$ cat config.mk
export PLATFORM = sky130hd
export DESIGN_NAME = sbc_mode_supply_control_regs
export DESIGN_NICKNAME = d
export VERILOG_FILES = /design/src/logic/sbc_regs_pkg.sv /design/src/logic/spi_frame_slave.sv /design/src/logic/reset_pulse_gen.sv /design/src/logic/sbc_mode_supply_control_regs.sv
export VERILOG_INCLUDE_DIRS = /design/src /design/src/logic
export SDC_FILE = /design/constraint.sdc
export NUM_CORES = 1
export LEC_CHECK = 0
export BUFFER_PORTS_ARGS = -buffer_cell sky130_fd_sc_hd__buf_2
export CAP_MARGIN = 20
export CORE_MARGIN = 3
export CORE_UTILIZATION = 45
export DETAILED_ROUTE_END_ITERATION = 16
export SLEW_MARGIN = 5
export SYNTH_ARGS = -nofsm -noshare
export SYNTH_HDL_FRONTEND = slang
export SYNTH_SLANG_ARGS = --single-unit
$ cat constraint.sdc
create_clock -name clk -period 4.5 [get_ports clk]
set_input_delay 0.675 -clock clk [delete_from_list [all_inputs] [get_ports clk]]
set_output_delay 0.675 -clock clk [all_outputs]
set_load 0.1 [all_outputs]
$ cat src/logic/sbc_regs_consts.svh
// offsets, field positions, reset values and timing counts of the control bank
`ifndef SBC_REGS_CONSTS_SVH
`define SBC_REGS_CONSTS_SVH

`define ADDR_MODE_SUPPLY 7'h01
`define ADDR_HW_CTRL0 7'h02
`define ADDR_WATCHDOG_CONTROL 7'h03
`define ADDR_WAKE_DATA1 7'h32
`define ADDR_WAKE_DATA0 7'h33
`define ADDR_FLEX_RATE 7'h34
`define ADDR_OSC_TRIM 7'h38
`define ADDR_SWK_OPT 7'h39
`define ADDR_OSC_CAL_H 7'h3A
`define ADDR_OSC_CAL_L 7'h3B
`define ADDR_CDR_CTRL1 7'h3C
`define ADDR_CDR_CTRL2 7'h3D
`define ADDR_CDR_LIM_H 7'h3E
`define ADDR_CDR_LIM_L 7'h3F

`define MS_MODE_HI 7
`define MS_MODE_LO 6
`define MS_AUX_HI 4
`define MS_AUX_LO 3
`define MS_OV_BIT 2
`define MS_LOW5_MASK 8'h1F
`define MS_WRITE_MASK 8'hDF
`define HW0_SRST_BIT 6
`define HW0_FO_BIT 5
`define HW0_CP_BIT 2
`define HW0_TOL_BIT 0
`define HW0_WRITE_MASK 8'h65
`define WD_WRITE_MASK 8'hF7

`define MS_RESET 8'h00
`define MS_DEV_RESET 8'h18
`define HW0_RESET 8'h00
`define WD_RESET 8'h14
`define GEN_RESET 8'h00

`define SOFT_RST_PULSE_NS 1000
`define CLK_PERIOD_NS 100
`define SOFT_RST_CYCLES ((`SOFT_RST_PULSE_NS + `CLK_PERIOD_NS - 1) / `CLK_PERIOD_NS)

`endif

$ cat src/logic/sbc_regs_pkg.sv
// types shared by the control bank
`default_nettype none
package sbc_regs_pkg;
	typedef enum logic [1:0] {
		MODE_NORMAL = 2'h0,
		MODE_SLEEP = 2'h1,
		MODE_STOP = 2'h2,
		MODE_SOFT_RESET = 2'h3
	} op_mode_t;
	typedef enum logic [1:0] {
		AUX_OFF = 2'h0,
		AUX_ON_NORMAL = 2'h1,
		AUX_ON_NORMAL_STOP = 2'h2,
		AUX_ALWAYS_ON = 2'h3
	} aux_mode_t;
	typedef enum logic [1:0] {
		SPI_IDLE = 2'h0,
		SPI_ADDR = 2'h1,
		SPI_DATA = 2'h2
	} spi_state_t;
endpackage
`default_nettype wire

$ cat src/logic/spi_frame_slave.sv
// spi slave framing: address byte then data byte, msb first, mode 0
`include "sbc_regs_consts.svh"
`default_nettype none
module spi_frame_slave (
	// system
	input wire logic clk,
	input wire logic rst_n,
	// pins
	input wire logic spi_clk,
	input wire logic spi_cs_n,
	input wire logic spi_mosi,
	output logic spi_miso,
	// register side
	output logic [6:0] reg_addr,
	output logic addr_valid,
	output logic wr_en,
	output logic [7:0] wr_data,
	input wire logic [7:0] rd_data,
	output logic frame_busy
);
	logic [2:0] sclk_sync_ff;
	logic [1:0] cs_sync_ff;
	logic [1:0] mosi_sync_ff;
	logic [7:0] shift_ff;
	logic [7:0] tx_ff;
	logic [3:0] bit_cnt_ff;
	logic wr_req_ff;
	logic [6:0] addr_ff;
	logic addr_valid_ff;
	logic wr_en_ff;
	logic adv_ff;
	logic [7:0] wr_data_ff;
	logic miso_ff;
	sbc_regs_pkg::spi_state_t state_ff;
	logic rise;
	logic fall;
	logic cs_act;
	logic [7:0] shifted;

	////////////////////////////////////////////////////////////////////////
	always_ff @(posedge clk) begin
		if (!rst_n) begin
			sclk_sync_ff <= 3'h0;
			cs_sync_ff <= 2'h3;
			mosi_sync_ff <= 2'h0;
		end else begin
			sclk_sync_ff <= {sclk_sync_ff[1:0], spi_clk};
			cs_sync_ff <= {cs_sync_ff[0], spi_cs_n};
			mosi_sync_ff <= {mosi_sync_ff[0], spi_mosi};
		end
	end

	// edge detection reads only the second and third stages
	assign rise = sclk_sync_ff[1] & ~sclk_sync_ff[2];
	assign fall = ~sclk_sync_ff[1] & sclk_sync_ff[2];
	assign cs_act = ~cs_sync_ff[1];
	assign shifted = {shift_ff[6:0], mosi_sync_ff[1]};

	////////////////////////////////////////////////////////////////////////
	always_ff @(posedge clk) begin
		addr_valid_ff <= 1'b0;
		wr_en_ff <= 1'b0;
		adv_ff <= 1'b0;
		if (!rst_n) begin
			state_ff <= sbc_regs_pkg::SPI_IDLE;
			shift_ff <= 8'h00;
			bit_cnt_ff <= 4'h0;
			wr_req_ff <= 1'b0;
			addr_ff <= 7'h00;
			wr_data_ff <= 8'h00;
		end else if (!cs_act) begin
			state_ff <= sbc_regs_pkg::SPI_IDLE;
			bit_cnt_ff <= 4'h0;
		end else begin
			// step on only after the write strobe has used the old address
			if (adv_ff) begin
				addr_ff <= addr_ff + 7'h01;
				addr_valid_ff <= 1'b1;
			end
			case (state_ff)
				sbc_regs_pkg::SPI_IDLE: begin
					state_ff <= sbc_regs_pkg::SPI_ADDR;
					bit_cnt_ff <= 4'h0;
				end
				sbc_regs_pkg::SPI_ADDR: begin
					if (rise) begin
						shift_ff <= shifted;
						bit_cnt_ff <= bit_cnt_ff + 4'h1;
						if (bit_cnt_ff == 4'h7) begin
							// address in the top seven bits, access kind in the lowest
							addr_ff <= shifted[7:1];
							wr_req_ff <= shifted[0];
							addr_valid_ff <= 1'b1;
							bit_cnt_ff <= 4'h0;
							state_ff <= sbc_regs_pkg::SPI_DATA;
						end
					end
				end
				sbc_regs_pkg::SPI_DATA: begin
					if (rise) begin
						shift_ff <= shifted;
						bit_cnt_ff <= bit_cnt_ff + 4'h1;
						if (bit_cnt_ff == 4'h7) begin
							wr_data_ff <= shifted;
							wr_en_ff <= wr_req_ff;
							// longer frames move on to the next address
							adv_ff <= 1'b1;
							bit_cnt_ff <= 4'h0;
						end
					end
				end
				default: state_ff <= sbc_regs_pkg::SPI_IDLE;
			endcase
		end
	end

	// the old value is loaded at the address strobe, before any write lands
	always_ff @(posedge clk) begin
		if (!rst_n) begin
			tx_ff <= 8'h00;
			miso_ff <= 1'b0;
		end else if (addr_valid_ff) begin
			tx_ff <= rd_data;
		end else if (cs_act && fall && state_ff == sbc_regs_pkg::SPI_DATA) begin
			miso_ff <= tx_ff[7];
			tx_ff <= {tx_ff[6:0], 1'b0};
		end
	end

	assign spi_miso = miso_ff;
	assign reg_addr = addr_ff;
	assign addr_valid = addr_valid_ff;
	assign wr_en = wr_en_ff;
	assign wr_data = wr_data_ff;
	assign frame_busy = cs_act;
endmodule
`default_nettype wire

$ cat src/logic/reset_pulse_gen.sv
// stretches a soft reset request into a low pulse on the reset output
`include "sbc_regs_consts.svh"
`default_nettype none
module reset_pulse_gen #(
	parameter int PULSE_CYCLES = `SOFT_RST_CYCLES
) (
	// system
	input wire logic clk,
	input wire logic rst_n,
	// request
	input wire logic trigger,
	// pin
	output logic reset_output_n
);
	logic [15:0] cnt_ff;
	logic out_n_ff;

	always_ff @(posedge clk) begin
		if (!rst_n) begin
			cnt_ff <= 16'h0000;
			out_n_ff <= 1'b0;
		end else if (trigger) begin
			cnt_ff <= 16'(PULSE_CYCLES);
			out_n_ff <= 1'b0;
		end else if (cnt_ff != 16'h0000) begin
			cnt_ff <= cnt_ff - 16'h0001;
			out_n_ff <= (cnt_ff == 16'h0001);
		end else begin
			out_n_ff <= 1'b1;
		end
	end

	assign reset_output_n = out_n_ff;
endmodule
`default_nettype wire

$ cat src/logic/sbc_mode_supply_control_regs.sv
// mode, supply and hardware control register bank behind the spi port
//
// Function
// - mode bits 7:6 pick normal, sleep, stop; 11 runs a soft reset
// - a write asking stop to sleep never enters sleep
// - stop to normal write ignores bits 4:0, flags error, still goes normal
// - entering restart rewrites the mode field to normal
// - restart entry or overtemperature forces the aux supply field off
// - aux supply field bits 4:3 select off, normal, normal+stop, always on
// - bit 2 chooses whether main overvoltage leads to restart or only sets the overvoltage flag
// - serial output on a write shows the value held before it
// - development mode resets aux supply to 11; soft reset then turns it off
// - soft reset pulses the reset output low unless bit 6 is set; lockable
// - bit 5 forces the fail output on when the pin is a fail output
// - clearing bit 5 leaves a failure-driven fail output on until flag clears
// - restart entry clears bit 5 and drops fail output unless failure holds it
// - bit 2 enables the charge pump; lockable
// - bit 0 set means restart after the first watchdog failure, else second
// - soft reset keeps pulse bit under lock b, charge pump under lock a
// - reserved bits read zero
// - soft reset clears mode and hw control except locked bits, reloads watchdog control; storage bank keeps its values
`include "sbc_regs_consts.svh"
`default_nettype none
module sbc_mode_supply_control_regs #(
	parameter int PULSE_CYCLES = `SOFT_RST_CYCLES
) (
	// system
	input wire logic clk,
	input wire logic rst_n,
	// spi pins
	input wire logic spi_clk,
	input wire logic spi_cs_n,
	input wire logic spi_mosi,
	output logic spi_miso,
	// chip state and events
	input wire logic dev_mode_pin,
	input wire logic restart_entry,
	input wire logic overtemp_event,
	input wire logic main_overvoltage,
	input wire logic watchdog_trigger_fail,
	input wire logic failure_flag,
	input wire logic gpio_is_fail_output,
	input wire logic cfg_lock_a,
	input wire logic cfg_lock_b,
	input wire logic [7:0] osc_cal_high,
	input wire logic [7:0] osc_cal_low,
	// control outputs
	output logic [1:0] op_mode,
	output logic [1:0] aux_supply_mode,
	output logic [1:0] main_supply_reset_threshold,
	output logic main_overvoltage_flag,
	output logic restart_request,
	output logic access_error,
	output logic fail_output,
	output logic charge_pump_enable,
	output logic reset_output_n
);
	logic [6:0] reg_addr;
	logic addr_valid;
	logic wr_en;
	logic [7:0] wr_data;
	logic frame_busy;
	logic [7:0] rd_mux;
	logic [7:0] ms_ff;
	logic [7:0] hw0_ff;
	logic [7:0] wd_ff;
	logic [7:0] gen_ff [0:9];
	logic dev_mode_s1_ff;
	logic dev_mode_ff;
	logic [1:0] ev_sync1_ff;
	logic [1:0] ev_sync2_ff;
	logic [1:0] ev_last_ff;
	logic restart_ev;
	logic ot_ev;
	logic [5:0] lvl_s1_ff;
	logic [5:0] lvl_ff;
	logic ov_in;
	logic wdf_in;
	logic fail_in;
	logic gpio_fo;
	logic lock_a;
	logic lock_b;
	logic wdf_last_ff;
	logic ov_last_ff;
	logic [1:0] wdf_cnt_ff;
	logic soft_reset;
	logic ov_flag_ff;
	logic restart_req_ff;
	logic access_err_ff;
	logic fo_ff;
	logic cp_ff;
	logic [1:0] mode_out_ff;
	logic [1:0] aux_out_ff;
	logic [1:0] rt_out_ff;
	logic ms_wr;
	logic hw0_wr;
	logic [1:0] req_mode;
	logic [1:0] cur_mode;
	logic [7:0] aux_reset_val;

	////////////////////////////////////////////////////////////////////////
	spi_frame_slave u_spi (
		.clk(clk),
		.rst_n(rst_n),
		.spi_clk(spi_clk),
		.spi_cs_n(spi_cs_n),
		.spi_mosi(spi_mosi),
		.spi_miso(spi_miso),
		.reg_addr(reg_addr),
		.addr_valid(addr_valid),
		.wr_en(wr_en),
		.wr_data(wr_data),
		.rd_data(rd_mux),
		.frame_busy(frame_busy)
	);

	reset_pulse_gen #(
		.PULSE_CYCLES(PULSE_CYCLES)
	) u_rst (
		.clk(clk),
		.rst_n(rst_n),
		.trigger(soft_reset & ~hw0_ff[`HW0_SRST_BIT]),
		.reset_output_n(reset_output_n)
	);

	////////////////////////////////////////////////////////////////////////
	// chip-side inputs except the oscillator calibration bytes come from other logic domains: two stages each
	always_ff @(posedge clk) begin
		if (!rst_n) begin
			ev_sync1_ff <= 2'h0;
			ev_sync2_ff <= 2'h0;
			ev_last_ff <= 2'h0;
			lvl_s1_ff <= 6'h00;
			lvl_ff <= 6'h00;
		end else begin
			ev_sync1_ff <= {overtemp_event, restart_entry};
			ev_sync2_ff <= ev_sync1_ff;
			ev_last_ff <= ev_sync2_ff;
			lvl_s1_ff <= {cfg_lock_b, cfg_lock_a, gpio_is_fail_output, failure_flag,
				watchdog_trigger_fail, main_overvoltage};
			lvl_ff <= lvl_s1_ff;
		end
	end

	assign restart_ev = ev_sync2_ff[0] & ~ev_last_ff[0];
	assign ot_ev = ev_sync2_ff[1] & ~ev_last_ff[1];
	assign ov_in = lvl_ff[0];
	assign wdf_in = lvl_ff[1];
	assign fail_in = lvl_ff[2];
	assign gpio_fo = lvl_ff[3];
	assign lock_a = lvl_ff[4];
	assign lock_b = lvl_ff[5];

	////////////////////////////////////////////////////////////////////////
	assign ms_wr = wr_en && reg_addr == `ADDR_MODE_SUPPLY;
	assign hw0_wr = wr_en && reg_addr == `ADDR_HW_CTRL0;
	assign req_mode = wr_data[`MS_MODE_HI:`MS_MODE_LO];
	assign cur_mode = ms_ff[`MS_MODE_HI:`MS_MODE_LO];
	assign soft_reset = ms_wr && req_mode == sbc_regs_pkg::MODE_SOFT_RESET;
	// development mode keeps the aux supply up through init; soft reset switches it off
	assign aux_reset_val = dev_mode_ff ? `MS_DEV_RESET : `MS_RESET;

	// mode and supply control
	always_ff @(posedge clk) begin
		if (!rst_n) begin
			ms_ff <= aux_reset_val;
			access_err_ff <= 1'b0;
		end else begin
			if (soft_reset) begin
				ms_ff <= `MS_RESET;
			end else if (ms_wr) begin
				if (cur_mode == sbc_regs_pkg::MODE_STOP &&
					req_mode == sbc_regs_pkg::MODE_SLEEP) begin
					ms_ff <= ms_ff;
				end else if (cur_mode == sbc_regs_pkg::MODE_STOP &&
					req_mode == sbc_regs_pkg::MODE_NORMAL) begin
					ms_ff <= {req_mode, ms_ff[5:0]};
					access_err_ff <= 1'b1;
				end else begin
					ms_ff <= wr_data & `MS_WRITE_MASK;
				end
			end
			if (restart_ev) begin
				ms_ff[`MS_MODE_HI:`MS_MODE_LO] <= sbc_regs_pkg::MODE_NORMAL;
			end
			if (restart_ev || ot_ev) begin
				ms_ff[`MS_AUX_HI:`MS_AUX_LO] <= sbc_regs_pkg::AUX_OFF;
			end
			if (reg_addr == `ADDR_MODE_SUPPLY && addr_valid && !wr_en && frame_busy
				&& !(ms_wr && cur_mode == sbc_regs_pkg::MODE_STOP)) begin
				access_err_ff <= 1'b0;
			end
		end
	end

	// no reset here, so the pin level is already known when reset lets go
	always_ff @(posedge clk) begin
		dev_mode_s1_ff <= dev_mode_pin;
		dev_mode_ff <= dev_mode_s1_ff;
	end

	// hardware control 0, with lock-aware soft reset
	always_ff @(posedge clk) begin
		if (!rst_n) begin
			hw0_ff <= `HW0_RESET;
		end else begin
			if (soft_reset) begin
				if (!lock_b) begin
					hw0_ff[`HW0_SRST_BIT] <= 1'b0;
				end
				if (!lock_a) begin
					hw0_ff[`HW0_CP_BIT] <= 1'b0;
				end
				hw0_ff[`HW0_FO_BIT] <= 1'b0;
				hw0_ff[`HW0_TOL_BIT] <= 1'b0;
			end else if (hw0_wr) begin
				hw0_ff[`HW0_FO_BIT] <= wr_data[`HW0_FO_BIT];
				hw0_ff[`HW0_TOL_BIT] <= wr_data[`HW0_TOL_BIT];
				if (!lock_b) begin
					hw0_ff[`HW0_SRST_BIT] <= wr_data[`HW0_SRST_BIT];
				end
				if (!lock_a) begin
					hw0_ff[`HW0_CP_BIT] <= wr_data[`HW0_CP_BIT];
				end
			end
			if (restart_ev) begin
				hw0_ff[`HW0_FO_BIT] <= 1'b0;
			end
			hw0_ff[7] <= 1'b0;
			hw0_ff[4:3] <= 2'h0;
			hw0_ff[1] <= 1'b0;
		end
	end

	// watchdog control and the wake/clock-recovery storage bank
	always_ff @(posedge clk) begin
		if (!rst_n) begin
			wd_ff <= `WD_RESET;
			for (int i = 0; i < 10; i++) begin
				gen_ff[i] <= `GEN_RESET;
			end
		end else if (soft_reset) begin
			wd_ff <= `WD_RESET;
		end else if (wr_en) begin
			if (reg_addr == `ADDR_WATCHDOG_CONTROL) begin
				wd_ff <= wr_data & `WD_WRITE_MASK;
			end else if (reg_addr >= `ADDR_WAKE_DATA1 && reg_addr <= `ADDR_FLEX_RATE) begin
				gen_ff[3'(reg_addr - `ADDR_WAKE_DATA1)] <= wr_data;
			end else if (reg_addr == `ADDR_OSC_TRIM || reg_addr == `ADDR_SWK_OPT) begin
				gen_ff[4'(reg_addr - `ADDR_OSC_TRIM) + 4'h3] <= wr_data;
			end else if (reg_addr >= `ADDR_CDR_CTRL1 && reg_addr <= `ADDR_CDR_LIM_L) begin
				gen_ff[4'(reg_addr - `ADDR_CDR_CTRL1) + 4'h5] <= wr_data;
			end
		end
	end

	////////////////////////////////////////////////////////////////////////
	// overvoltage flag always latches; restart follows only with bit 2 set
	always_ff @(posedge clk) begin
		if (!rst_n) begin
			ov_flag_ff <= 1'b0;
			restart_req_ff <= 1'b0;
			wdf_last_ff <= 1'b0;
			ov_last_ff <= 1'b0;
			wdf_cnt_ff <= 2'h0;
		end else begin
			wdf_last_ff <= wdf_in;
			ov_last_ff <= ov_in;
			restart_req_ff <= 1'b0;
			if (ov_in) begin
				ov_flag_ff <= 1'b1;
				// a held overvoltage asks for one restart, not one per cycle
				restart_req_ff <= ms_ff[`MS_OV_BIT] & ~ov_last_ff;
			end else if (ms_wr && !soft_reset) begin
				ov_flag_ff <= 1'b0;
			end
			if (restart_ev) begin
				wdf_cnt_ff <= 2'h0;
			end else if (wdf_in && !wdf_last_ff) begin
				if (hw0_ff[`HW0_TOL_BIT] || wdf_cnt_ff != 2'h0) begin
					restart_req_ff <= 1'b1;
					wdf_cnt_ff <= 2'h0;
				end else begin
					wdf_cnt_ff <= 2'h1;
				end
			end
		end
	end

	// outputs straight from flip-flops
	always_ff @(posedge clk) begin
		if (!rst_n) begin
			fo_ff <= 1'b0;
			cp_ff <= 1'b0;
			mode_out_ff <= 2'h0;
			aux_out_ff <= 2'h0;
			rt_out_ff <= 2'h0;
		end else begin
			// failure keeps the output up whatever software does
			fo_ff <= fail_in | (hw0_ff[`HW0_FO_BIT] & gpio_fo & ~restart_ev);
			cp_ff <= hw0_ff[`HW0_CP_BIT];
			mode_out_ff <= (cur_mode == sbc_regs_pkg::MODE_SOFT_RESET) ?
				2'(sbc_regs_pkg::MODE_NORMAL) : cur_mode;
			aux_out_ff <= ms_ff[`MS_AUX_HI:`MS_AUX_LO];
			rt_out_ff <= ms_ff[1:0];
		end
	end

	// read data sampled once per address; reserved bits held at zero
	always_comb begin
		rd_mux = 8'h00;
		if (reg_addr == `ADDR_MODE_SUPPLY) begin
			rd_mux = ms_ff & `MS_WRITE_MASK;
		end else if (reg_addr == `ADDR_HW_CTRL0) begin
			rd_mux = hw0_ff & `HW0_WRITE_MASK;
		end else if (reg_addr == `ADDR_WATCHDOG_CONTROL) begin
			rd_mux = wd_ff & `WD_WRITE_MASK;
		end else if (reg_addr >= `ADDR_WAKE_DATA1 && reg_addr <= `ADDR_FLEX_RATE) begin
			rd_mux = gen_ff[3'(reg_addr - `ADDR_WAKE_DATA1)];
		end else if (reg_addr == `ADDR_OSC_TRIM || reg_addr == `ADDR_SWK_OPT) begin
			rd_mux = gen_ff[4'(reg_addr - `ADDR_OSC_TRIM) + 4'h3];
		end else if (reg_addr == `ADDR_OSC_CAL_H) begin
			rd_mux = osc_cal_high;
		end else if (reg_addr == `ADDR_OSC_CAL_L) begin
			rd_mux = osc_cal_low;
		end else if (reg_addr >= `ADDR_CDR_CTRL1 && reg_addr <= `ADDR_CDR_LIM_L) begin
			rd_mux = gen_ff[4'(reg_addr - `ADDR_CDR_CTRL1) + 4'h5];
		end
	end

	assign op_mode = mode_out_ff;
	assign aux_supply_mode = aux_out_ff;
	assign main_supply_reset_threshold = rt_out_ff;
	assign main_overvoltage_flag = ov_flag_ff;
	assign restart_request = restart_req_ff;
	assign access_error = access_err_ff;
	assign fail_output = fo_ff;
	assign charge_pump_enable = cp_ff;
endmodule
`default_nettype wire

==> results of run 1 <==
-- stage by stage --
| stage | worst slack, ns | area [sq um] | hold slack, ns |
|---|---|---|---|
| finish | 0.675 | 13900 | 0.236 |
| global route | 0.476 | 13900 | 0.223 |
| CTS | 0.752 | 13900 | 0.220 |
| detailed placement | 0.768 | 13100 | 0.321 |
| global placement | 0.764 | 13100 | 0.315 |
| floorplan | 1.09 | 12500 | 0.310 |
-- worst max path at each step --
stage	cells after the start	endpoint	slack (ns)	startpoint
CTS	6	u_spi.tx_ff[5]$_SDFFE_PN0P_	0.75	u_spi.reg_addr[0]$_SDFFE_PN0N_
floorplan	11	gen_ff[7][0]$_SDFFCE_PN0P_	1.09	u_spi.reg_addr[0]$_SDFFE_PN0N_
finish	6	u_spi.tx_ff[5]$_SDFFE_PN0P_	0.68	u_spi.reg_addr[0]$_SDFFE_PN0N_
detailed placement	6	u_spi.tx_ff[5]$_SDFFE_PN0P_	0.77	u_spi.reg_addr[0]$_SDFFE_PN0N_
global placement	6	u_spi.tx_ff[5]$_SDFFE_PN0P_	0.76	u_spi.reg_addr[0]$_SDFFE_PN0N_
global route	8	gen_ff[5][2]$_SDFFCE_PN0P_	0.48	u_spi.reg_addr[0]$_SDFFE_PN0N_
-- flip-flops by register name, indices dropped and copies added, names as in the netlist, 4 cells and up --
| register | flops |
|---|---|
| u_spi.shift_ff | 7 |
| u_spi.wr_data | 8 |
| u_spi.bit_cnt_ff | 4 |
| hw0_ff | 4 |
| u_spi.reg_addr | 7 |
| lvl_ff | 6 |
| lvl_s1_ff | 6 |
| gen_ff | 128 |
| wd_ff | 7 |
| ms_ff | 7 |
| u_spi.tx_ff | 8 |
| u_rst.cnt_ff | 16 |
-- final cells by class --
class	count	area [sq um]	share of cell area, %
Clock buffer	32	673	4.84
Sequential cell	245	6260	45.0
Tap cell	372	465	3.34
Timing Repair Buffer	72	448	3.22
Clock inverter	16	119	0.854
Inverter	23	86.3	0.620
Multi-Input combinational cell	732	5870	42.2
-- synth_stat cells, drive strengths merged (4+ instances only) --
| library cell | number | area, sq um |
|---|---|---|
| a2111oi | 4 | 47.6 |
| a211oi | 4 | 30.0 |
| a21o | 4 | 30.0 |
| a21oi | 55 | 275 |
| a221oi | 4 | 35.0 |
| a22oi | 11 | 82.6 |
| a31oi | 4 | 25.0 |
| and2 | 44 | 278 |
| and3 | 13 | 81.3 |
| buf | 34 | 201 |
| clkbuf | 27 | 101 |
| dfxtp | 110 | 2200 |
| edfxtp | 135 | 4050 |
| ha | 14 | 175 |
| inv | 23 | 86.3 |
| mux2 | 11 | 124 |
| mux2i | 40 | 400 |
| mux4 | 77 | 1730 |
| nand2 | 74 | 283 |
| nand2b | 9 | 56.3 |
| nand3 | 33 | 188 |
| nand3b | 7 | 52.6 |
| nand4 | 6 | 37.5 |
| nor2 | 147 | 574 |
| nor2b | 10 | 62.6 |
| nor3 | 17 | 95.1 |
| nor3b | 6 | 56.3 |
| nor4 | 11 | 75.1 |
| o211ai | 4 | 62.6 |
| o21ai | 33 | 165 |
| o22ai | 15 | 100 |
| or3 | 5 | 31.3 |
| or4 | 7 | 60.1 |
| xnor2 | 10 | 95.1 |
| xor2 | 7 | 61.3 |
-- cell families after synthesis --
kind of cell	count (synthesis)
adder cells (fa/ha/maj)	14
buffers and inverters	84
XOR/XNOR	17
multiplexers	128
AO/OA/AOI/OAI	171
flip-flops	245
AND/OR/NAND/NOR	402
-- report_power, final --
part	internal (uW)	leakage, uW	switching [uW]
Sequential	2460	0.00206	96.9
Combinational	223	0.00210	316
Clock	1120	0.000393	890
-- worst max-delay path, cell delays in order (launching register included) --
cell,delay [ns]
dfxtp_4,0.77
buf_4,0.74
mux4_2,0.63
mux2_2,0.28
a2111oi_0,0.84
o31a_1,0.28
o32ai_1,0.08
-- routing by layer --
metal,part of all wire [%],global-route usage [%],up-vias
met5,0,0,-
met4,2.7,6.42,0
met3,7.4,3.13,65
met2,47,40.0,401
met1,43,35.5,4453
li1,-,-,4062
==> metrics.md, run 1 <==
| Metric | Value |
|---|---|
| Postcts setup bufs | 0 |
| Asr flop ratio synth | 0% |
| Post-DP HPWL | between 20 and 30 mm |
| Share of layout cells above drive strength 1 | ~22% |
| Power Dens Cells | around 370 nW/um^2 |
| Hold Fails Final Rpt | 0 |
| Final Core Density | approximately 51% |
| Chip width | ~170 um |
| Worst hold stages | 1 |
| Yosys reg bits | 245 |
| CTS tree | yes |
| Worst slew margin | a little over a third |
| First-pass GRT wire length | ~55 mm |
| Sequential element share of the synthesized area | 50.2% |
| Core outline area | ~27000 sq um |
| Synth Warn # | 0 |
| Adder-cell share of the synthesized area | ~1.4% |
| End of the worst hold path | dev_mode_s1_ff$_DFF_P_ |
| Post-CTS resize count | 0 |
| Reg-to-reg slack, setup | 0.68 ns |
| Combinational family with the most area after synthesis | multiplexers |
| Non-Filler Instances | 1492 |
| Number of max-cap violations | 0 |
| EDFF count, synth | between 100 and 150 |
| Cells after synthesis | about 1100 |
| Clk slew on worst S/H paths | 0.06 ns |
| Crit end category | flip-flop |
| Via Count | between 8000 and 9000 |
| Die area | slightly below 30000 sq um |
| Status | finished clean |
| Clk_lat worst skew | 0.54 ns |
| Fin Clk Skew | between 0.01 and 0.015 ns |
| Hold Buf Count CTS | 0 |
| Drt wl/cell | between 20 and 25 um |
| Period Utilization, post-route | a little over four fifths |
| Drt initial violations | between 800 and 900 |
| Leak pwr | about 0.0045 uW |
| Max Freq | ~0.26 GHz |
| TNS Setup | 0 ns |
| Slew Limit Fails | 0 |
| Mux cell area share after synthesis | a little under a fifth |
| Port bufs | 42 |
| Hold Startpoint | dev_mode_pin |
| Ant. Diodes | 0 |
| Worst hold path class | input port to flip-flop |
| Worst endpoint required time | roughly 4.9 ns |
| Most frequent cells in the layout | nor2_1 (138), edfxtp_1 (135), dfxtp_1 (109), mux4_2 (77), nand2_1 (72) |
| IO Pins | 43 |
| Largest net degree at the start of global routing | 70 |
| Post-layout minimum cycle time | ~3.8 ns |
| Drt via density | around 6 |
| Post-synthesis compound-gate area fraction | 9.58% |
| Max VDD drop | approximately 0.00030 V |
| Root buffer cell | clkbuf_16 |
| Initial antenna violation count | 0 |
| Simple-gate share of the synthesized area | between 10% and 20% |
| Crit path kind | flip-flop to flip-flop |
| CP Launch Type | flip-flop |
| Crit Reg-Reg Endpoint | u_spi.tx_ff[5]$_SDFFE_PN0P_ |
| Distinct cells, synth | 84 |
| Mapped cell area | around 12000 sq um |
| Area share of xor/xnor cells in the synthesized design | under 10% |
| Crit Path Max Fanout | 47 |
| Register-to-Register Path Depth | 6 |
| GPL Wtd Cong | ~0.96 |
| Vias in the first global route | between 8000 and 9000 |
| Sink Count | about 250 |
| Inst Count DP | around 1400 |
| Worst-margin pin slew | slightly above 0.9 ns |
| CTS max path bufs | 3 |
| Setup Viol. Count Final | 0 |
| Cts bufs inserted | 26 |
| Overflow after GRT | 0 |
| Antenna Violating Nets Remaining | 0 |
| Avg Cell Area, Syn | 11.8 sq um |
| Main flop type after synthesis | edfxtp_1 |
| Routed wire length | around 36 mm |
| GRT Util Overall | between 20% and 30% |
| Final #Nets | 1144 |
| Reg2reg start | u_spi.reg_addr[0]$_SDFFE_PN0N_ |
| First-pass detailed-route iteration total | 5 |
| Htree depth | 1 |
| Net count after synthesis | between 1000 and 1500 |
| # rows | 60 |
| Die Ht | 172 um |
| Layout fillers | about 2400 |
| Synth-to-Final Area Change | 11.6% |
| Worst path arrival time | 4.23 ns |
| RSZ-0062 raised after global routing | false |
| Post-route DRC | 0 |
| Total power | 5110 uW |
| Starting Density | about 46% |
| Commonest non-fill, non-tap cell in the layout | nor2_1 |
Power figures use the tool's default switching activity.
==> run 2, diff against run 1 <==
==> constraint.sdc (replaced) <==
create_clock -name clk -period 3.68 [get_ports clk]
set_input_delay 0.552 -clock clk [delete_from_list [all_inputs] [get_ports clk]]
set_output_delay 0.552 -clock clk [all_outputs]
set_load 0.1 [all_outputs]
==> run 2 against run 1 <==
  * Clock power rose by 41%
  * First-iteration DRC count rose by 25%
  * Largest power group unchanged
  * Power rose by 30%
==> metrics.md, run 2 (same netlist as run 1, synthesis figures left out) <==
| Metric | Value |
|---|---|
| Status | finished clean |
| Sw Share | about a quarter |
| Period Utilization, post-route | slightly above 90% |
| Most Frequent Cell on Critical Path | buf_4 |
| Sw Pwr | between 1500 and 2000 uW |
| Starting Density | 46.0% |
| Crit end category | flip-flop |
| TNS Setup | 0 ns |
| Worst endpoint required time | 3.93 ns |
| Core outline area | between 20000 and 30000 sq um |
| Chip width | around 170 um |
| CTS max path bufs | 3 |
| Postcts setup bufs | 0 |
| Max Freq | just under 0.3 GHz |
| Antenna Violating Nets Remaining | 0 |
| Layout fillers | roughly 2300 |
| Worst path arrival time | 3.65 ns |
| Synth-to-Final Area Change | 13.7% |
| Total power | ~6600 uW |
| Max VDD drop | around 0.00035 V |
| Post-layout minimum cycle time | between 3 and 4 ns |
| Final #Nets | around 1200 |
| Slew Limit Fails | 0 |
| Inst Count DP | around 1500 |
| Port bufs | 42 |
| Power Dens Cells | around 470 nW/um^2 |
| Setup Viol. Count Final | 0 |
| Cts bufs inserted | 27 |
| Clk slew on worst S/H paths | around 0.06 ns |
| Crit Path Max Fanout | 10 |
| IO Pins | 43 |
| Number of max-cap violations | 0 |
| CP Launch Type | flip-flop |
| Clk_lat worst skew | 0.55 ns |
| Via Count | roughly 9000 |
| Max reg flops | ~130 |
| First-pass detailed-route iteration total | 5 |
| Largest stage delay, worst path | slightly above 0.5 ns |
| Htree depth | 1 |
| Drt initial violations | 1040 |
| Slowest cell on the critical path | a2111oi_2 |
| Commonest non-fill, non-tap cell in the layout | nor2_1 |
| # rows | 60 |
| Hold Worst Slack | between 0.1 and 0.15 ns |
| Worst hold path class | input port to flip-flop |
| Largest net degree at the start of global routing | 52 |
| Final Core Density | a little over half |
| Post-route DRC | 0 |
| Crit path kind | flip-flop to flip-flop |
| Overflow after GRT | 0 |
| Combinational share of power | approximately a tenth |
| Post-DP HPWL | 26.5 mm |
| Hold Buf Count CTS | 0 |
| Most frequent cells in the layout | nor2_1 (138), edfxtp_1 (135), dfxtp_1 (109), mux4_2 (77), nand2_1 (72) |
| Buf/Inv on CP | 2 |
| Vias in the first global route | a little under 9000 |
| Initial antenna violation count | 1 |
| Hold Fails Final Rpt | 0 |
| Multi-input gate area | roughly 5900 sq um |
| Die Ht | 172 um |
| Cells along the critical path | buf_4, ha_1, or3b_1, a2111oi_2, nand3_1, a21oi_1, nor2b_1, buf_4 |
| Share of layout cells above drive strength 1 | roughly a quarter |
| Routed wire length | 36.2 mm |
| Top Registers | gen_ff x128, u_rst.cnt_ff x16 |
| Die area | ~30000 sq um |
| First-pass GRT wire length | 54.5 mm |
| CTS tree | yes |
| Post-CTS resize count | 0 |
| Fin Clk Skew | ~0.010 ns |
| RSZ-0062 raised after global routing | false |
| Clock power share | roughly 43% |
| Ant. Diodes | 0 |
| GRT Util Overall | approximately 25% |
| Largest reg by FF count | gen_ff |
| Non-Filler Instances | between 1500 and 2000 |
| Sequential share of power | a little under half |
| Top Family by Delay on Critical Path | compound AO/OA/AOI/OAI gates |
| Worst-margin pin slew | 0.965 ns |
| Sink Count | 245 |
| GPL Wtd Cong | roughly 0.96 |
| Drt wl/cell | about 24 um |
| Drt via density | 5.96 |
| Register area | 6260 sq um |
| Int Power | between 4000 and 5000 uW |
| Worst slew margin | a little over a third |
| Leak pwr | 0.00469 uW |
| Root buffer cell | clkbuf_16 |
[run 2: area by class of cell]
| type | instances | area share, % |
|---|---|---|
| Tap cell | 372 | 3.28 |
| Inverter | 23 | 0.609 |
| Clock inverter | 22 | 1.73 |
| Multi-Input combinational cell | 732 | 41.4 |
| Clock buffer | 28 | 4.94 |
| Sequential cell | 245 | 44.1 |
| Timing Repair Buffer | 86 | 3.90 |
[run 2: per-layer routing]
metal / wire, um / track usage, % / vias to the layer above
met3: 2830 / 3.70 / 86
li1: - / - / 4094
met1: 15500 / 34.9 / 4411
met5: 18 / 0 / -
met2: 16500 / 38.8 / 399
met4: 1340 / 8.05 / 2
[run 2: worst register-to-register path: stages (launching register included)]
cell and delay (ns):
dfxtp_1 0.43, buf_4 0.24, ha_1 0.19, or3b_1 0.38, a2111oi_2 0.51, nand3_1 0.14, a21oi_1 0.50, nor2b_1 0.47
buf_4 0.24
[run 2: metrics by stage]
stage,cell area (sq um),setup WS [ns]
finish,14200,0.286
global route,14200,0.194
CTS,14200,0.337
detailed placement,13200,0.383
global placement,13200,0.410
floorplan,12500,0.266
[run 2: power groups by stage]
stage	clock network, uW	logic (uW)	registers, uW
finish	2830	660	3130
global route	3010	748	3140
CTS	2890	666	3130
detailed placement	0	662	3180
global placement	0	649	3180
floorplan	0	475	3200
[run 2: final timing paths]
kind | start | slack (ns) | to | depth (start not counted)
setup reg to reg | u_spi.reg_addr[2]$_SDFFE_PN0N_ | 0.29 | gen_ff[12][7]$_DFFE_PP_ | 8
hold reg to reg | dev_mode_s1_ff$_DFF_P_ | 0.33 | dev_mode_ff$_DFF_P_ | 0
hold / removal | dev_mode_pin | 0.12 | dev_mode_s1_ff$_DFF_P_ | 1
setup / recovery | u_spi.reg_addr[2]$_SDFFE_PN0N_ | 0.29 | gen_ff[12][7]$_DFFE_PP_ | 8
==> run 3, diff against run 2 <==
--- a/config.mk
+++ b/config.mk
@@ -6,12 +6,12 @@
 export SDC_FILE = /design/constraint.sdc
 export NUM_CORES = 1
 export LEC_CHECK = 0
+export ABC_AREA = 1
 export BUFFER_PORTS_ARGS = -buffer_cell sky130_fd_sc_hd__buf_2
 export CAP_MARGIN = 20
 export CORE_MARGIN = 3
 export CORE_UTILIZATION = 45
 export DETAILED_ROUTE_END_ITERATION = 16
-export SLEW_MARGIN = 5
 export SYNTH_ARGS = -nofsm -noshare
 export SYNTH_HDL_FRONTEND = slang
 export SYNTH_SLANG_ARGS = --single-unit
==> run 3 against run 2 <==
  * Synthesized cell count up 48%
  * Global-route usage down 0.55 points
  * Sequential power about the same
  * Clock skew up 0.0035 ns
  * Setup slack better by 0.14 ns
  * Critical path depth up 5
  * Via count up 20%
  * Core utilization down 1.4 points
  * Power down 5.0%
  * Sequential share of layout area up 1.4 points
  * Non-clock buffer count down 21
  * Die area down 0.57%
  * Largest cell class unchanged
==> metrics.md, run 3 <==
| Metric | Value |
|---|---|
| Status | finished clean |
| Synth Warn # | 0 |
| Main area contributors after synthesis | edfxtp_1 (33%), dfxtp_1 (18%), nand2_1 (11%) |
| Cts bufs inserted | 27 |
| Largest reg by FF count | gen_ff |
| Drt via density | between 5 and 6 |
| Initial antenna violation count | 0 |
| Sink Count | 245 |
| First-pass detailed-route iteration total | 6 |
| Post-CTS resize count | 0 |
| Overflow after GRT | 0 |
| Core outline area | between 20000 and 30000 sq um |
| Hold Buf Count CTS | 0 |
| Net count after synthesis | about 1600 |
| Vias in the first global route | around 9700 |
| Mapped cell area | roughly 12000 sq um |
| Clk_lat worst skew | about 0.54 ns |
| Setup Viol. Count Final | 0 |
| Post-route DRC | 0 |
| IO Pins | 43 |
| Post-synth top area cell | edfxtp_1 |
| Main flop type after synthesis | edfxtp_1 |
| Die area | around 30000 sq um |
| Mux cell area share after synthesis | 0% |
| Synth-to-Final Area Change | 10.9% |
| Cells along the critical path | inv_1, buf_4, ha_2, nor2_1, nor3_1, nand3_1, inv_1, nand2_1, o211ai_4, inv_2, nor2_4, inv_1, nor2_1 |
| Most frequent cells in the layout | nand2_1 (372), nand3_1 (201), nor2_1 (171), inv_1 (169), edfxtp_1 (135) |
| Total power | ~6300 uW |
| Crit end category | flip-flop |
| Post-synthesis compound-gate area fraction | roughly 11% |
| Final #Nets | roughly 1600 |
| Number of max-cap violations | 0 |
| Drt wl/cell | 18.2 um |
| GRT Util Overall | between 20% and 30% |
| TNS Setup | 0 ns |
| Fin Clk Skew | ~0.014 ns |
| Largest stage delay, worst path | between 0.5 and 0.6 ns |
| Most Frequent Cell on Critical Path | inv_1 |
| GPL Wtd Cong | 0.952 |
| CTS max path bufs | 3 |
| Crit Path Max Fanout | 16 |
| Yosys reg bits | about 250 |
| Routed wire length | between 30 and 40 mm |
| First-pass GRT wire length | around 55 mm |
| Max reg flops | between 100 and 150 |
| Leak pwr | 0.00563 uW |
| Antenna Violating Nets Remaining | 0 |
| Share of layout cells above drive strength 1 | approximately a tenth |
| Slew Limit Fails | 0 |
| Top Registers | gen_ff x128, u_rst.cnt_ff x16 |
| Largest net degree at the start of global routing | 75 |
| RSZ-0062 raised after global routing | false |
| Crit path kind | flip-flop to flip-flop |
| Worst-margin pin slew | roughly 0.76 ns |
| Power Dens Cells | approximately 460 nW/um^2 |
| Adder-cell share of the synthesized area | 1.41% |
| Chip width | between 150 and 200 um |
| Layout fillers | approximately 2600 |
| Starting Density | a little under half |
| Worst endpoint required time | 3.84 ns |
| Max Freq | between 0.3 and 0.4 GHz |
| Commonest non-fill, non-tap cell in the layout | nand2_1 |
| Drt initial violations | roughly 1300 |
| Post-DP HPWL | 25.3 mm |
| Area share of xor/xnor cells in the synthesized design | 0.626% |
| Via Count | roughly 11000 |
| CP Launch Type | flip-flop |
| Sequential element share of the synthesized area | 50.4% |
| Die Ht | between 150 and 200 um |
| CTS tree | yes |
| Htree depth | 1 |
| Cells after synthesis | between 1500 and 2000 |
| Simple-gate share of the synthesized area | 28.4% |
| Hold Fails Final Rpt | 0 |
| Top-count cell post-synth | nand2_1 |
| Combinational family with the most area after synthesis | simple AND/OR/NAND/NOR gates |
| Avg Cell Area, Syn | about 7.9 sq um |
| Ant. Diodes | 0 |
| Postcts setup bufs | 0 |
| Root buffer cell | clkbuf_16 |
| Clk slew on worst S/H paths | approximately 0.060 ns |
| # rows | 60 |
| Worst path arrival time | between 3 and 4 ns |
| Period Utilization, post-route | 88.3% |
| Worst hold path class | input port to flip-flop |
| Slowest cell on the critical path | nor2_1 |
| Synth top cells by count | nand2_1 (372), nand3_1 (201), nor2_1 (171) |
| Port bufs | 42 |
| Synth top area share | approximately a third |
| EDFF count, synth | between 100 and 150 |
| Post-layout minimum cycle time | about 3.3 ns |
| Max VDD drop | 0.000274 V |
| Distinct cells, synth | 49 |
| Asr flop ratio synth | 0% |
| Worst slew margin | between 40% and 50% |
==> run 3: cell count changes in the layout (fill, tap and decap cells not counted), sizes merged, moves of 21 or more <==
cell | before | now
buf | 86 | 65
mux2i | 40 | 0
nand3 | 33 | 204
o21ai | 33 | 90
inv | 27 | 180
a21oi | 55 | 91
nand2 | 74 | 394
nor2 | 147 | 183
and2 | 44 | 0
mux4 | 77 | 0
==> run 3: report_power, final <==
group / switching, uW / total, uW / leakage [uW] / internal [uW]
logic: 441 / 661 / 0.00318 / 220
clock network: 1080 / 2520 / 0.000392 / 1450
registers: 99.4 / 3110 / 0.00206 / 3010
total: 1620 / 6290 / 0.00563 / 4680
==> run 3: final timing paths <==
check,cells past startpoint,endpoint,slack (ns),startpoint
setup reg to reg,13,gen_ff[10][3]$_DFFE_PP_,0.43,u_spi.reg_addr[1]$_SDFFE_PN0N_
hold reg to reg,0,dev_mode_ff$_DFF_P_,0.32,dev_mode_s1_ff$_DFF_P_
hold / removal,1,dev_mode_s1_ff$_DFF_P_,0.12,dev_mode_pin
setup / recovery,13,gen_ff[10][3]$_DFFE_PP_,0.43,u_spi.reg_addr[1]$_SDFFE_PN0N_
==> run 3: layout make-up <==
class	instances	area, sq um	share of cell area (%)
flip-flops and latches	245	6260	45.5
multi-input cells	1078	5200	37.8
clock buffers	39	731	5.31
inverters	179	672	4.88
well taps	341	427	3.10
repair buffers	65	383	2.78
clock inverters	11	85.1	0.619
==> run 3: stage by stage <==
step / hold WS, ns / instances / cell area, sq um / util (%) / worst slack [ns]
2_1_floorplan: 0.310 / 1566 / 12400 / - / 0.190
3_3_place_gp: 0.318 / 1908 / 12900 / 47.9 / 0.582
3_5_place_dp: 0.317 / 1908 / 12900 / 47.9 / 0.429
4_1_cts: 0.105 / 1958 / 13800 / 50.9 / 0.407
5_1_grt: 0.0999 / 1958 / 13800 / 50.9 / 0.209
6_report: 0.119 / 1958 / 13800 / 50.9 / 0.430
==> run 3: worst max-delay path, delay by kind of cell (launching register included) <==
family                     cells  cell delay, ns
AOI/OAI and AO/OA              1            0.16
adders and majority gates      1            0.21
buffers and inverters          5            0.69
DFF                            1            0.31
and+or+nand+nor                6            1.50
==> run 3: cells by family after synthesis <==
kind of cell    count (synthesis)
fa+ha+maj                      14
flops                         245
simple gates                  812
compound gates                244
buf+inv                       243
xor+xnor                        8
==> run 3: per-layer routing <==
layer / up-vias / share of wire (%) / track usage, %
met2: 461 / 43 / 36.1
met3: 69 / 8.9 / 5.24
met5: - / 0 / 0
met1: 5018 / 45 / 35.1
li1: 5263 / - / -
met4: 0 / 2.7 / 6.49
